### src/seq_decode_pkg.sv
// constants for the sequencer instruction decoder: register map, fields, codes
// assumes a 32-bit ahb-lite bus and a 16-bit instruction word
package seq_decode_pkg;

  // register byte offsets
  localparam logic [7:0]  OFS_INSTR  = 8'h00;
  localparam logic [7:0]  OFS_STATUS = 8'h04;
  localparam logic [7:0]  OFS_FETCH  = 8'h08;
  localparam logic [7:0]  OFS_FLAGS  = 8'h0C;
  localparam logic [7:0]  OFS_CNT    = 8'h10;
  localparam logic [7:0]  OFS_CNT_END = 8'h20;

  // instruction word fields
  localparam int          BIT_CLASS = 15;
  localparam int          OPC_HI    = 14;
  localparam int          OPC_LO    = 12;
  localparam int          ARG_HI    = 11;
  localparam int          POL_BIT   = 11;
  localparam int          ADR_HI    = 10;
  localparam int          ADR_LO    = 6;
  localparam int          TMP_HI    = 5;
  localparam int          TMP_LO    = 4;
  localparam int          SKP_HI    = 3;

  // internal control operation codes
  localparam logic [2:0]  CTL_NOP   = 3'h0;
  localparam logic [2:0]  CTL_LC1   = 3'h1;
  localparam logic [2:0]  CTL_LC4   = 3'h4;
  localparam logic [2:0]  CTL_JUMP  = 3'h5;
  localparam logic [2:0]  CTL_CALL  = 3'h6;

  // logical operation codes
  localparam logic [2:0]  LOG_LOAD  = 3'h0;
  localparam logic [2:0]  LOG_AND   = 3'h1;
  localparam logic [2:0]  LOG_OR    = 3'h2;
  localparam logic [2:0]  LOG_XOR   = 3'h3;
  localparam logic [2:0]  LOG_STORE = 3'h6;
  localparam logic [2:0]  LOG_FORCE = 3'h7;

  // operand address map
  localparam logic [4:0]  ADR_PINS  = 5'h00;
  localparam logic [4:0]  ADR_CNTZ  = 5'h0C;
  localparam logic [4:0]  ADR_MEM   = 5'h10;
  localparam logic [4:0]  ADR_TEMP  = 5'h1C;
  localparam logic [4:0]  CNT_PINS  = 5'h0C;
  localparam logic [4:0]  CNT_CNTZ  = 5'h04;
  localparam logic [4:0]  CNT_MEM   = 5'h0C;
  localparam logic [4:0]  CNT_TEMP  = 5'h03;

  // values and timing
  localparam logic [11:0] RETURN_ARG = 12'hFFF;
  localparam logic [11:0] CNT_RESET  = 12'hFFF;
  localparam logic [11:0] PC_STEP    = 12'h002;
  localparam logic [1:0]  SHIFT_LAST = 2'h3;   // four oscillator periods per shift clock
  localparam logic [1:0]  HTRANS_NONSEQ = 2'h2;

endpackage

### src/bool_unit.sv
// one-bit logic unit: combines the accumulator with an operand bit
// assumes operand already steered by the caller; purely combinational
`timescale 1ns/100ps
module bool_unit
(
  // operation
  input  wire logic [2:0] op,
  input  wire logic       polarity,
  // operands
  input  wire logic       acc,
  input  wire logic       operand,
  // result
  output logic            result
);

  logic       sel_bit;

  // true value on 0, complement on 1
  assign sel_bit = operand ^ polarity;

  // result of each operation; unlisted codes pass the accumulator
  assign result = (op == seq_decode_pkg::LOG_LOAD)  ? sel_bit :
                  (op == seq_decode_pkg::LOG_AND)   ? acc & sel_bit :
                  (op == seq_decode_pkg::LOG_OR)    ? acc | sel_bit :
                  (op == seq_decode_pkg::LOG_XOR)   ? acc ^ sel_bit :
                  (op == seq_decode_pkg::LOG_STORE) ? acc ^ polarity :
                  (op == seq_decode_pkg::LOG_FORCE) ? ~polarity :
                  acc;

endmodule // bool_unit

### src/sequencer_instruction_decode.sv
// decode and execute of the 16-bit sequencer instruction word, with ahb-lite register access
// assumes one 100 MHz clock standing in for the oscillator; the serial fetch is outside
// assumes software writes each fetched instruction word over the bus, one at a time
//
// The placing of the registers and the AHB-Lite interface to the registers were chosen for this implementation.
`timescale 1ns/100ps
module sequencer_instruction_decode #(
  parameter int N_PINS = 12,
  parameter int CNT_W  = 12
)
(
  // clock and reset
  input  wire logic              hclk,
  input  wire logic              hresetn,
  // ahb-lite slave
  input  wire logic              hsel,
  input  wire logic [31:0]       haddr,
  input  wire logic [1:0]        htrans,
  input  wire logic              hwrite,
  input  wire logic [2:0]        hsize,
  input  wire logic [31:0]       hwdata,
  input  wire logic              hready,
  output logic      [31:0]       hrdata,
  output logic                   hreadyout,
  output logic                   hresp,
  // pins
  input  wire logic [N_PINS-1:0] sensed_pins,
  output logic      [N_PINS-1:0] latched_outputs,
  output logic                   shift_clock,
  output logic                   exec_strobe
);

  // pin synchroniser
  logic [N_PINS-1:0] sense_meta_ff;
  logic [N_PINS-1:0] sense_ff;
  // timing
  logic [1:0]        div_ff;
  logic              pending_ff;
  logic              exec_ff;
  // program state
  logic [15:0]       instr_ff;
  logic [11:0]       fetch_pointer_ff;
  logic [11:0]       stack0_ff;
  logic [11:0]       stack1_ff;
  logic [CNT_W-1:0]  down_counter_ff [4];
  logic              accumulator_bit_ff;
  logic [2:0]        temp_ff;
  logic [11:0]       mem_ff;
  logic [N_PINS-1:0] latched_outputs_ff;
  // bus state
  logic              ap_valid_ff;
  logic              ap_write_ff;
  logic [7:0]        ap_addr_ff;
  logic [31:0]       hrdata_ff;

  // address window test, used by both operand maps
  // upper bound one bit wider, so a window ending at 11111 does not wrap
  function automatic logic in_span(input logic [4:0] a, input logic [4:0] base, input logic [4:0] n);
    logic [5:0] top;
    top     = {1'b0, base} + {1'b0, n};
    in_span = (a >= base) && ({1'b0, a} < top);
  endfunction

  // instruction fields
  // one op field for both classes; the class bit decides how the rest is read
  wire        is_logic   = instr_ff[seq_decode_pkg::BIT_CLASS];
  wire [2:0]  opc        = instr_ff[seq_decode_pkg::OPC_HI:seq_decode_pkg::OPC_LO];
  wire [11:0] arg_n      = instr_ff[seq_decode_pkg::ARG_HI:0];
  wire        polarity   = instr_ff[seq_decode_pkg::POL_BIT];
  wire [4:0]  radr       = instr_ff[seq_decode_pkg::ADR_HI:seq_decode_pkg::ADR_LO];
  wire [1:0]  tsel       = instr_ff[seq_decode_pkg::TMP_HI:seq_decode_pkg::TMP_LO];
  wire [3:0]  branch_offset = instr_ff[seq_decode_pkg::SKP_HI:0];

  // counter zero flags, live from the counters
  // a decrement to zero is visible to the very next instruction
  logic [3:0] cnt_zero;
  genvar gi;
  generate
    for (gi = 0; gi < 4; gi++)
    begin : g_zero
      assign cnt_zero[gi] = (down_counter_ff[gi] == '0);
    end
  endgenerate

  // input operand steering
  wire in_pins = in_span(radr, seq_decode_pkg::ADR_PINS, seq_decode_pkg::CNT_PINS);
  wire in_cntz = in_span(radr, seq_decode_pkg::ADR_CNTZ, seq_decode_pkg::CNT_CNTZ);
  wire in_mem  = in_span(radr, seq_decode_pkg::ADR_MEM, seq_decode_pkg::CNT_MEM);
  wire in_temp = in_span(radr, seq_decode_pkg::ADR_TEMP, seq_decode_pkg::CNT_TEMP);
  wire in_ok   = in_pins | in_cntz | in_mem | in_temp;
  // index inside each window; every window starts on a multiple of four
  wire [3:0] pin_idx  = radr[3:0];
  wire [1:0] cntz_idx = radr[1:0];
  wire [3:0] mem_idx  = radr[3:0];
  wire [1:0] temp_idx = radr[1:0];
  // an unassigned address reads zero here, and in_ok keeps it from acting
  wire operand = in_pins ? sense_ff[pin_idx] :
                 in_cntz ? cnt_zero[cntz_idx] :
                 in_mem  ? mem_ff[mem_idx] :
                 in_temp ? temp_ff[temp_idx] : 1'b0;

  // output target steering
  // no counter or temp window on the output side
  wire out_lo  = in_span(radr, seq_decode_pkg::ADR_PINS, seq_decode_pkg::CNT_PINS);
  wire out_ok  = out_lo | in_mem;

  // operation classes
  // logical ops 100 and 101 fall in neither class and act as no-ops
  wire is_input_op  = is_logic && (opc <= seq_decode_pkg::LOG_XOR);
  wire is_output_op = is_logic && (opc >= seq_decode_pkg::LOG_STORE);
  wire op_valid     = (is_input_op && in_ok) || (is_output_op && out_ok);
  wire is_cnt_op    = !is_logic && (opc >= seq_decode_pkg::CTL_LC1) && (opc <= seq_decode_pkg::CTL_LC4);
  wire [1:0] cnt_sel = 2'(opc - seq_decode_pkg::CTL_LC1);
  wire is_jump      = !is_logic && (opc == seq_decode_pkg::CTL_JUMP);
  wire is_return    = is_jump && (arg_n == seq_decode_pkg::RETURN_ARG);
  wire is_call      = !is_logic && (opc == seq_decode_pkg::CTL_CALL);

  // logic unit
  // its result also feeds the temps and the skip test
  logic lu_result;
  bool_unit u_bool_unit
  (
    .op       (opc),
    .polarity (polarity),
    .acc      (accumulator_bit_ff),
    .operand  (operand),
    .result   (lu_result)
  );

  // next pointer; the step is taken before the offset, so offsets count from the next word
  wire [11:0] pc_next_seq = fetch_pointer_ff + seq_decode_pkg::PC_STEP;
  wire [11:0] pc_offset   = {{7{branch_offset[3]}}, branch_offset, 1'b0};
  wire        take_skip   = is_logic && op_valid && (branch_offset != 4'h0) && !lu_result;
  wire [11:0] skip_target = 12'(pc_next_seq + pc_offset);
  // return first: an all-ones operand is never a jump target
  wire [11:0] nxt_pc = is_return ? stack0_ff :
                       (is_jump || is_call) ? arg_n :
                       take_skip ? skip_target :
                       pc_next_seq;

  // shift clock divider: one tick every four oscillator periods
  wire shift_tick = (div_ff == seq_decode_pkg::SHIFT_LAST);
  assign shift_clock = div_ff[1];
  assign exec_strobe = exec_ff;

  // free-running: the fetch it paces never pauses
  always_ff @(posedge hclk or negedge hresetn)
  begin
    if (!hresetn)
      div_ff <= 2'h0;
    else
      div_ff <= 2'(div_ff + 2'h1);
  end

  // pin inputs cross two flops before any use
  // the first flop may go metastable, so only the second is read
  always_ff @(posedge hclk or negedge hresetn)
  begin
    if (!hresetn)
    begin
      sense_meta_ff <= '0;
      sense_ff      <= '0;
    end
    else
    begin
      sense_meta_ff <= sensed_pins;
      sense_ff      <= sense_meta_ff;
    end
  end

  // bus decode
  // only the low address byte is decoded; the map repeats above it
  wire        ap_take   = hsel && hready && (htrans == seq_decode_pkg::HTRANS_NONSEQ);
  wire [7:0]  ap_addr   = haddr[7:0];
  wire        dp_write  = ap_valid_ff && ap_write_ff;
  wire        busy      = pending_ff || exec_ff;
  wire        dp_prog   = dp_write && ((ap_addr_ff == seq_decode_pkg::OFS_INSTR) ||
                                       (ap_addr_ff == seq_decode_pkg::OFS_FETCH));
  // a program write waits out a running instruction rather than corrupt it
  wire        stall     = dp_prog && busy;
  wire        wr_instr  = dp_write && !busy && (ap_addr_ff == seq_decode_pkg::OFS_INSTR);
  wire        wr_fetch  = dp_write && !busy && (ap_addr_ff == seq_decode_pkg::OFS_FETCH);
  // reads and other writes never wait; only a program write holds the bus
  assign hreadyout = !stall;
  assign hresp     = 1'b0;
  assign hrdata    = hrdata_ff;

  // read data, chosen at the address phase so it stands in the data phase
  // a change after the address phase shows on the next read
  wire [1:0]  cnt_rd_idx  = ap_addr[3:2];  // counters sit one word apart
  wire [31:0] status_word = {20'h00000, cnt_zero, temp_ff, accumulator_bit_ff, 3'h0, busy};
  wire [31:0] flags_word  = {4'h0, mem_ff, 4'h0, 12'(latched_outputs_ff)};
  wire        rd_cnt      = (ap_addr >= seq_decode_pkg::OFS_CNT) && (ap_addr < seq_decode_pkg::OFS_CNT_END);
  wire [31:0] rd_value    = (ap_addr == seq_decode_pkg::OFS_INSTR)  ? {16'h0000, instr_ff} :
                            (ap_addr == seq_decode_pkg::OFS_STATUS) ? status_word :
                            (ap_addr == seq_decode_pkg::OFS_FETCH)  ? {20'h00000, fetch_pointer_ff} :
                            (ap_addr == seq_decode_pkg::OFS_FLAGS)  ? flags_word :
                            rd_cnt ? 32'(down_counter_ff[cnt_rd_idx]) : 32'h00000000;

  // bus address phase capture
  // held through a stall so the waiting write keeps its own address
  always_ff @(posedge hclk or negedge hresetn)
  begin
    if (!hresetn)
    begin
      ap_valid_ff <= 1'b0;
      ap_write_ff <= 1'b0;
      ap_addr_ff  <= 8'h00;
      hrdata_ff   <= 32'h00000000;
    end
    else if (!stall)
    begin
      ap_valid_ff <= ap_take;
      ap_write_ff <= hwrite;
      ap_addr_ff  <= ap_addr;
      hrdata_ff   <= (ap_take && !hwrite) ? rd_value : hrdata_ff;
    end
  end

  // instruction hand-off: wait for the shift tick, execute one period after it
  // only one word can wait; a second program write stalls on busy
  always_ff @(posedge hclk or negedge hresetn)
  begin
    if (!hresetn)
    begin
      instr_ff   <= 16'h0000;
      pending_ff <= 1'b0;
      exec_ff    <= 1'b0;
    end
    else
    begin
      if (wr_instr)
        instr_ff <= hwdata[15:0];
      pending_ff <= wr_instr || (pending_ff && !shift_tick);
      exec_ff    <= pending_ff && shift_tick;
    end
  end

  // fetch pointer and two-level return stack
  // a pop leaves the lower entry in place, so two returns land on one address
  always_ff @(posedge hclk or negedge hresetn)
  begin
    if (!hresetn)
    begin
      fetch_pointer_ff <= 12'h000;
      stack0_ff        <= 12'h000;
      stack1_ff        <= 12'h000;
    end
    else if (wr_fetch)
      fetch_pointer_ff <= hwdata[11:0];
    else if (exec_ff)
    begin
      fetch_pointer_ff <= nxt_pc;
      if (is_return)
        stack0_ff <= stack1_ff;
      else if (is_call)
      begin
        stack1_ff <= stack0_ff;
        stack0_ff <= pc_next_seq;
      end
    end
  end

  // down-counters: load, or decrement on a zero operand
  // a decrement from zero wraps to all ones, as a hardware down-counter does
  generate
    for (gi = 0; gi < 4; gi++)
    begin : g_cnt
      wire hit = exec_ff && is_cnt_op && (cnt_sel == 2'(gi));
      always_ff @(posedge hclk or negedge hresetn)
      begin
        if (!hresetn)
          down_counter_ff[gi] <= CNT_W'(seq_decode_pkg::CNT_RESET);
        else if (hit && (arg_n == 12'h000))
          down_counter_ff[gi] <= CNT_W'(down_counter_ff[gi] - 1'b1);
        else if (hit)
          down_counter_ff[gi] <= CNT_W'(arg_n);
      end
    end
  endgenerate

  // accumulator and temporary flags, only for assigned addresses
  // temps take the result of valid input and output operations alike
  wire do_input = exec_ff && is_input_op && in_ok;
  wire do_temp  = exec_ff && op_valid && (tsel != 2'h0);

  always_ff @(posedge hclk or negedge hresetn)
  begin
    if (!hresetn)
    begin
      accumulator_bit_ff <= 1'b0;
      temp_ff            <= 3'h0;
    end
    else
    begin
      if (do_input)
        accumulator_bit_ff <= lu_result;
      if (do_temp)
        temp_ff[2'(tsel - 2'h1)] <= lu_result;
    end
  end

  // output latches and memory flags
  // one write port: out_lo picks the latches, otherwise the memory flags
  wire do_output = exec_ff && is_output_op && out_ok;

  always_ff @(posedge hclk or negedge hresetn)
  begin
    if (!hresetn)
    begin
      latched_outputs_ff <= '0;
      mem_ff             <= 12'h000;
    end
    else if (do_output && out_lo)
      latched_outputs_ff[pin_idx] <= lu_result;
    else if (do_output)
      mem_ff[mem_idx] <= lu_result;
  end

  // pins come straight from the latch flops, free of decode glitches
  assign latched_outputs = latched_outputs_ff;

endmodule // sequencer_instruction_decode

### config.mk
export PLATFORM = sky130hd
export DESIGN_NAME = sequencer_instruction_decode
export DESIGN_NICKNAME = d
export VERILOG_FILES = /design/src/seq_decode_pkg.sv /design/src/bool_unit.sv /design/src/sequencer_instruction_decode.sv
export SDC_FILE = /design/constraint.sdc
export NUM_CORES = 1
export LEC_CHECK = 0
export BUFFER_PORTS_ARGS = -buffer_cell sky130_fd_sc_hd__buf_2
export CORE_MARGIN = 1.5
export CORE_UTILIZATION = 45
export DETAILED_ROUTE_END_ITERATION = 10
export PLACE_DENSITY = 0.74
export SLEW_MARGIN = 20
export SYNTH_ARGS = -nofsm -noshare
export SYNTH_HDL_FRONTEND = slang
export SYNTH_SLANG_ARGS = --single-unit
### constraint.sdc
create_clock -name hclk -period 7.98 [get_ports hclk]
set_input_delay 0.798 -clock hclk [delete_from_list [all_inputs] [get_ports hclk]]
set_output_delay 0.798 -clock hclk [all_outputs]
set_load 0.02 [all_outputs]
==> results of run 1 <==
[layer usage]
| layer | global-route usage [%] | part of all wire (%) | up-vias |
|---|---|---|---|
| met1 | 34.96 | 45 | 4408 |
| met3 | 4.157 | 7.7 | 62 |
| li1 | - | - | 4101 |
| met2 | 36.70 | 44 | 440 |
| met4 | 8.985 | 2.9 | 0 |
| met5 | 0 | 0 | - |
[layout by cell type (no fill, tap or decap), types with 6 or more instances in the layout]
| master | synthesis | final |
|---|---|---|
| nor3b_1 | 6 | 6 |
| a21o_1 | 6 | 6 |
| a21oi_1 | 98 | 98 |
| nand2b_1 | 10 | 10 |
| a31oi_1 | 22 | 22 |
| xor2_1 | 6 | 6 |
| dfrtp_1 | 146 | 146 |
| nor2_1 | 85 | 84 |
| o21ai_0 | 161 | 161 |
| nor2b_1 | 7 | 7 |
| xnor2_1 | 12 | 12 |
| nor3_1 | 30 | 29 |
| inv_1 | 50 | 50 |
| clkbuf_16 | 0 | 17 |
| nand3_1 | 12 | 12 |
| and3_1 | 7 | 7 |
| or3_1 | 7 | 7 |
| buf_2 | 1 | 84 |
| buf_4 | 7 | 14 |
| mux2_2 | 55 | 55 |
| mux2i_1 | 16 | 16 |
| ha_1 | 22 | 22 |
| dfstp_2 | 48 | 48 |
| nand2_1 | 115 | 115 |
| nor4_1 | 14 | 13 |
| nand4_1 | 7 | 7 |
| and2_1 | 19 | 19 |
| mux4_2 | 16 | 16 |
[area by class of cell]
cell class | instances | area [µm²]
clock buffer | 17 | 425.4
timing repair buffer | 99 | 539.3
inverter | 51 | 191.4
sequential | 194 | 4915
tap | 319 | 399.1
fill | 2164 | 11540
clock inverter | 15 | 190.2
multi-input combinational | 810 | 5197
[how the worst min path moves through the flow]
stage                        end  slack [ps]  cells after the start
finish               sense_ff[0]         350                      0
global route         sense_ff[3]         360                      0
CTS                 sense_ff[11]         350                      0
detailed placement  sense_ff[11]         330                      0
global placement     sense_ff[0]         330                      0
floorplan            sense_ff[0]         330                      0
[metrics by stage]
stage | power (mW) | std cells
after floorplan | 1.172 | 1131
after global routing | 2.182 | 1505
final | 2.110 | 1505
after detailed placement | 1.235 | 1473
after global placement | 1.230 | 1473
after CTS | 2.121 | 1505
[report_power, final]
group	internal (mW)	switching (mW)
Sequential	1.01	0.0337
Combinational	0.0663	0.111
Clock	0.452	0.438
[registers in the layout (all words and copies together) (netlist names), 2 cells and up]
name	cells
mem_ff	12
instr_ff	16
sense_ff	12
down_counter_ff	48
temp_ff	3
fetch_pointer_ff	12
sense_meta_ff	12
div_ff	2
hrdata	28
ap_addr_ff	8
stack1_ff	12
latched_outputs	12
stack0_ff	12
[cells by family (layout without fill, tap and decap cells)]
logic type      Yosys count  after routing  share of synthesized area (%)
flops                   194            194                          46.04
compound gates          333            333                          17.67
mux                      89             89                          11.07
other cells               1              5                        0.03513
xor+xnor                 19             19                          1.629
fa+ha+maj                23             23                          2.766
buf+inv                 127            182                          5.533
simple gates            341            341                          15.26
==> out/metrics.yaml, run 1 <==
status: "finished, final reports clean"
cp.required_ps: 8370
regToRegStartpoint: "instr_ff[7]"
setup_viol: 0
critPathTopFamily: "simple AND/OR/NAND/NOR gates"
crit_cells: 14
ys_warn_count: 0
yosys-top-cells-count: "o21ai_0 (161), dfrtp_1 (146), nand2_1 (115)"
worst_slack_ps: 3746
dpl.hpwl_mm: 20.14
place_congestion: 0.9715
cts_buffer_depth: 2
synth_edf_count: 0
clock_sinks: 194
tightest_slew_ps: 1002
endpoint_kind: "register"
synth_cell_types: 75
clk_latency_ps: 450
r2r_end: "mem_ff[6]"
drive_gt1_share_pct: 22.51
synth_most_common_cell: "o21ai_0"
synthDominantCellAreaShare_pct: 34.23
postPlaceCellArea_mm2: 0.01124
vias_per_cell: 5.987
holdCritStartpoint: "sense_meta_ff[0]"
antennaDiodeCount: 0
hold_violations: 0
fin_nets: 1282
ir_drop_v: 0.0001196
crit_start: "instr_ff[7]"
crit_chain: "buf_4, mux4_2, nor2b_1, a211oi_2, a21oi_1, o21ai_2, xor2_2, ha_1, nand2b_1, nand3_1, a21oi_1, a211oi_1, or2_1, mux2_2"
post_drt_wl_per_cell_um: 19.21
rsz0062_at_grt: "no"
ant_nets: 0
port_buffers: 85
grt_max_degree: 95
synthToLayoutAreaGrowth_pct: 11.09
post-route-util_pct: 50.67
drv_slew: 0
worst_hold_slack_ps: 353.9
r2r_cells: 14
grtUsageTotal_pct: 24.27
synthFlopType: "dfrtp_1"
syn-mean-instance-area_um2: 9.471
crit_top_cell: "a21oi_1"
max_freq_mhz: 236.2
num_vias: 9011
grt_overflow_total: 0
min_period_over_period_pct: 53.06
core_mm2: 0.02340
cts_tree: "done"
antenna_found_initial: 0
grt_pass1_vias: 8339
root_buffer: "clkbuf_16"
tns_ps: 0
fin_crit_ps: 4234
synth-seq-area-share_pct: 46.04
crit_end: "mem_ff[6]"
chipWidth_um: 157.0
async_flop_share_pct: 100.0
cp_max_fo: 26
hold_path.class: "register to register"
rrSetupSlack_ps: 3750
leakagePower_nw: 5.161
crit_slowest_cell: "or2_1"
die_h_um: 157.0
drt-pass1-iter-count: 5
crit_type: "register to register"
start_kind: "register"
drcViolationCount: 0
initial_core_util_pct: 45.61
worstPathArrival_ps: 4620
htreeDepth: 4
ioPinCount: 134
drt_iter0_drc: 988
final_cell_area_mm2: 0.01186
syn_area_mm2: 0.01067
synth.area.top_cells: "dfrtp_1 (34%), dfstp_2 (12%), o21ai_0 (7.5%)"
p_per_area_mw_per_mm2: 177.9
place_ws_ps: 3849
num_rows: 56
cts_hold_buffers: 0
maxCapViolCount: 0
synthesis.instances: 1127
yosysTopAreaCell: "dfrtp_1"
clk_pin_slew_worst_paths_ps: 80
path_buf_inv: 1
cts_buffers: 17
finClkSkew_ps: 11.54
slowest_delay_ps: 750
ys_ff_latch: 194
slew_headroom_pct: 32.61
dieArea_mm2: 0.02465
postCtsSetupBuffers: 0
drt-total-wl_mm: 28.91
cts_resized: 0
grt_pass1_wl_mm: 45.80
Power figures use the tool's default switching activity.
==> run 2: changes to the inputs <==
--- a/config.mk
+++ b/config.mk
@@ -5,6 +5,7 @@
 export SDC_FILE = /design/constraint.sdc
 export NUM_CORES = 1
 export LEC_CHECK = 0
+export ABC_AREA = 1
 export BUFFER_PORTS_ARGS = -buffer_cell sky130_fd_sc_hd__buf_2
 export CORE_MARGIN = 1.5
 export CORE_UTILIZATION = 45
==> constraint.sdc (replaced) <==
create_clock -name hclk -period 4.38 [get_ports hclk]
set_input_delay 0.438 -clock hclk [delete_from_list [all_inputs] [get_ports hclk]]
set_output_delay 0.438 -clock hclk [all_outputs]
set_load 0.02 [all_outputs]
==> run 2 against run 1 <==
  * Utilization increased by 0.12 points
  * Combinational power up 58%
  * Maximum frequency increased by 8.0%
  * Critical endpoint is now fetch_pointer_ff[4]
  * Die area up 3.0%
  * Critical path depth rose by 7
  * Cell area up 3.6%
  * Non-clock buffer count unchanged
==> out/metrics.yaml, run 2 <==
grt_pass1_vias: 9614
fin_crit_ps: 3920
synth-seq-area-share_pct: 44.69
initial_core_util_pct: 45.48
r2r_cells: 21
place_congestion: 0.9443
hold_violations: 0
root_buffer: "clkbuf_16"
grt_overflow_total: 0
synth_cell_types: 51
top_layer_used: "met4"
tns_ps: 0
worst_slack_ps: 460.1
yosysTopAreaCell: "dfrtp_1"
chipWidth_um: 159.3
synth_most_common_cell: "nand2_1"
cts_buffer_depth: 2
grt_pass1_wl_mm: 52.29
power_mw: 3.702
cts_buffers: 17
layout.cells.non_filler: 1844
ant_nets: 0
wl_met1_mm: 14.07
drt-total-wl_mm: 33.37
ys_ff_latch: 194
drv_slew: 0
endpoint_kind: "register"
fin_nets: 1617
p_per_area_mw_per_mm2: 301.5
synth.area.top_cells: "dfrtp_1 (33%), dfstp_2 (11%), nand2_1 (11%)"
async_flop_share_pct: 100.0
top_register: "down_counter_ff"
setup_viol: 0
wl_met2_mm: 14.58
post_drt_wl_per_cell_um: 18.09
grt_max_degree: 120
drt-pass1-iter-count: 6
worst_hold_slack_ps: 95.39
postPlaceCellArea_mm2: 0.01169
ir_drop_v: 0.0002407
ys_warn_count: 0
synthesis.instances: 1442
rsz0062_at_grt: "no"
htreeDepth: 4
r2r_end: "fetch_pointer_ff[4]"
crit_type: "register to register"
drt_iter0_drc: 1206
slowest_delay_ps: 570
crit_chain: "buf_4, nor2_1, inv_2, o22ai_1, o21ai_0, nand2_1, nand3_1, nand3_1, nand2_1, ha_1, a21oi_1, o311ai_0, nand2_1, nand2_1, o21ai_0, nand3_1, nand2_1, nand3_1, nand2_1, nand2_1, nand2_1"
post-route-util_pct: 50.79
crit_slowest_cell: "dfrtp_1"
syn_area_mm2: 0.01100
cp.required_ps: 4760
antennaDiodeCount: 0
vias_per_cell: 5.634
clk_pin_slew_worst_paths_ps: 70
yosys-top-cells-count: "nand2_1 (323), inv_1 (196), nor2_1 (153)"
drcViolationCount: 0
worstPathArrival_ps: 4300
dieArea_mm2: 0.02538
place_ws_ps: 656.4
status: "finished, final reports clean"
clk_latency_ps: 440
ioPinCount: 134
cts_tree: "done"
synthFlopType: "dfrtp_1"
dpl.hpwl_mm: 24.27
leakagePower_nw: 6.031
final_cell_area_mm2: 0.01228
finClkSkew_ps: 8.805
regToRegStartpoint: "instr_ff[7]"
num_vias: 10390
cts_hold_buffers: 0
dp_cells: 1813
maxCapViolCount: 0
drive_gt1_share_pct: 13.95
dr_wl_met3_mm: 3.322
num_rows: 57
antenna_found_initial: 0
synthToLayoutAreaGrowth_pct: 11.66
crit_top_cell: "nand2_1"
largest_reg_flops: 48
postCtsSetupBuffers: 0
layout_commonest_cell: "nand2_1"
min_period_over_period_pct: 89.50
core_mm2: 0.02418
grtUsageTotal_pct: 26.43
rrSetupSlack_ps: 460
port_buffers: 85
start_kind: "register"
syn-mean-instance-area_um2: 7.626
hold_path.class: "input pin to async pin"
final_cell_mix: "nand2_1 (323), inv_1 (196), nor2_1 (153)"
synth_edf_count: 0
die_h_um: 159.3
clock_sinks: 194
max_freq_mhz: 255.1
synthDominantCellAreaShare_pct: 33.22
cp_max_fo: 11
slew_headroom_pct: 28.80
cts_resized: 0
tightest_slew_ps: 1065
## run 2: cell count changes after synthesis, sizes merged, moves of 22 or more
cell	previous run	this run
clkbuf	58	33
o21ai	162	131
mux2	56	0
inv	51	200
nand3	12	64
nor2	85	156
nand2	115	325
o22ai	2	24
## run 2: worst max path at each step
stage                                   start                   end  slack, ps
after floorplan           down_counter_ff[36]  fetch_pointer_ff[10]       1550
after global placement            instr_ff[7]   fetch_pointer_ff[4]        710
after detailed placement          instr_ff[7]   fetch_pointer_ff[4]        660
after CTS                         instr_ff[7]   fetch_pointer_ff[4]        580
after global routing              instr_ff[7]   fetch_pointer_ff[5]        190
final                             instr_ff[7]   fetch_pointer_ff[4]        460
## run 2: layout make-up
cell class / instances / area, µm²
Sequential cell: 194 / 4915
Fill cell: 2289 / 11900
Clock inverter: 10 / 125.1
Timing Repair Buffer: 99 / 564.3
Clock buffer: 21 / 460.4
Multi-Input combinational cell: 991 / 5040
Tap cell: 324 / 405.4
Inverter: 205 / 769.5
## run 2: kinds of logic after synthesis
| logic type | count (synthesis) | synth area share, % |
|---|---|---|
| other cells | 1 | 0.03410 |
| mux | 1 | 0.09103 |
| fa+ha+maj | 23 | 2.685 |
| simple gates | 613 | 23.17 |
| buf+inv | 261 | 9.614 |
| xor+xnor | 19 | 1.513 |
| compound gates | 330 | 18.20 |
| flops | 194 | 44.69 |
## run 2: critical path, delay by kind of cell (launching register included)
family,cells,cell delay (ps)
AO/OA/AOI/OAI,5,730
AND/OR/NAND/NOR,13,1830
adder cells (fa/ha/maj),1,280
buffers and inverters,2,430
flip-flops,1,570
## run 2: report_power, final
group	switching, mW	leakage [nW]	internal (mW)
combinational	0.199	3.41	0.0808
clock	0.709	0.271	0.875
sequential	0.0195	2.35	1.82
total	0.928	6.03	2.77
## run 2: metal layers
layer	track usage [%]	vias to the layer above
li1	-	4888
met1	36.86	4827
met2	40.43	567
met3	4.663	108
met4	11.58	0
met5	0	-
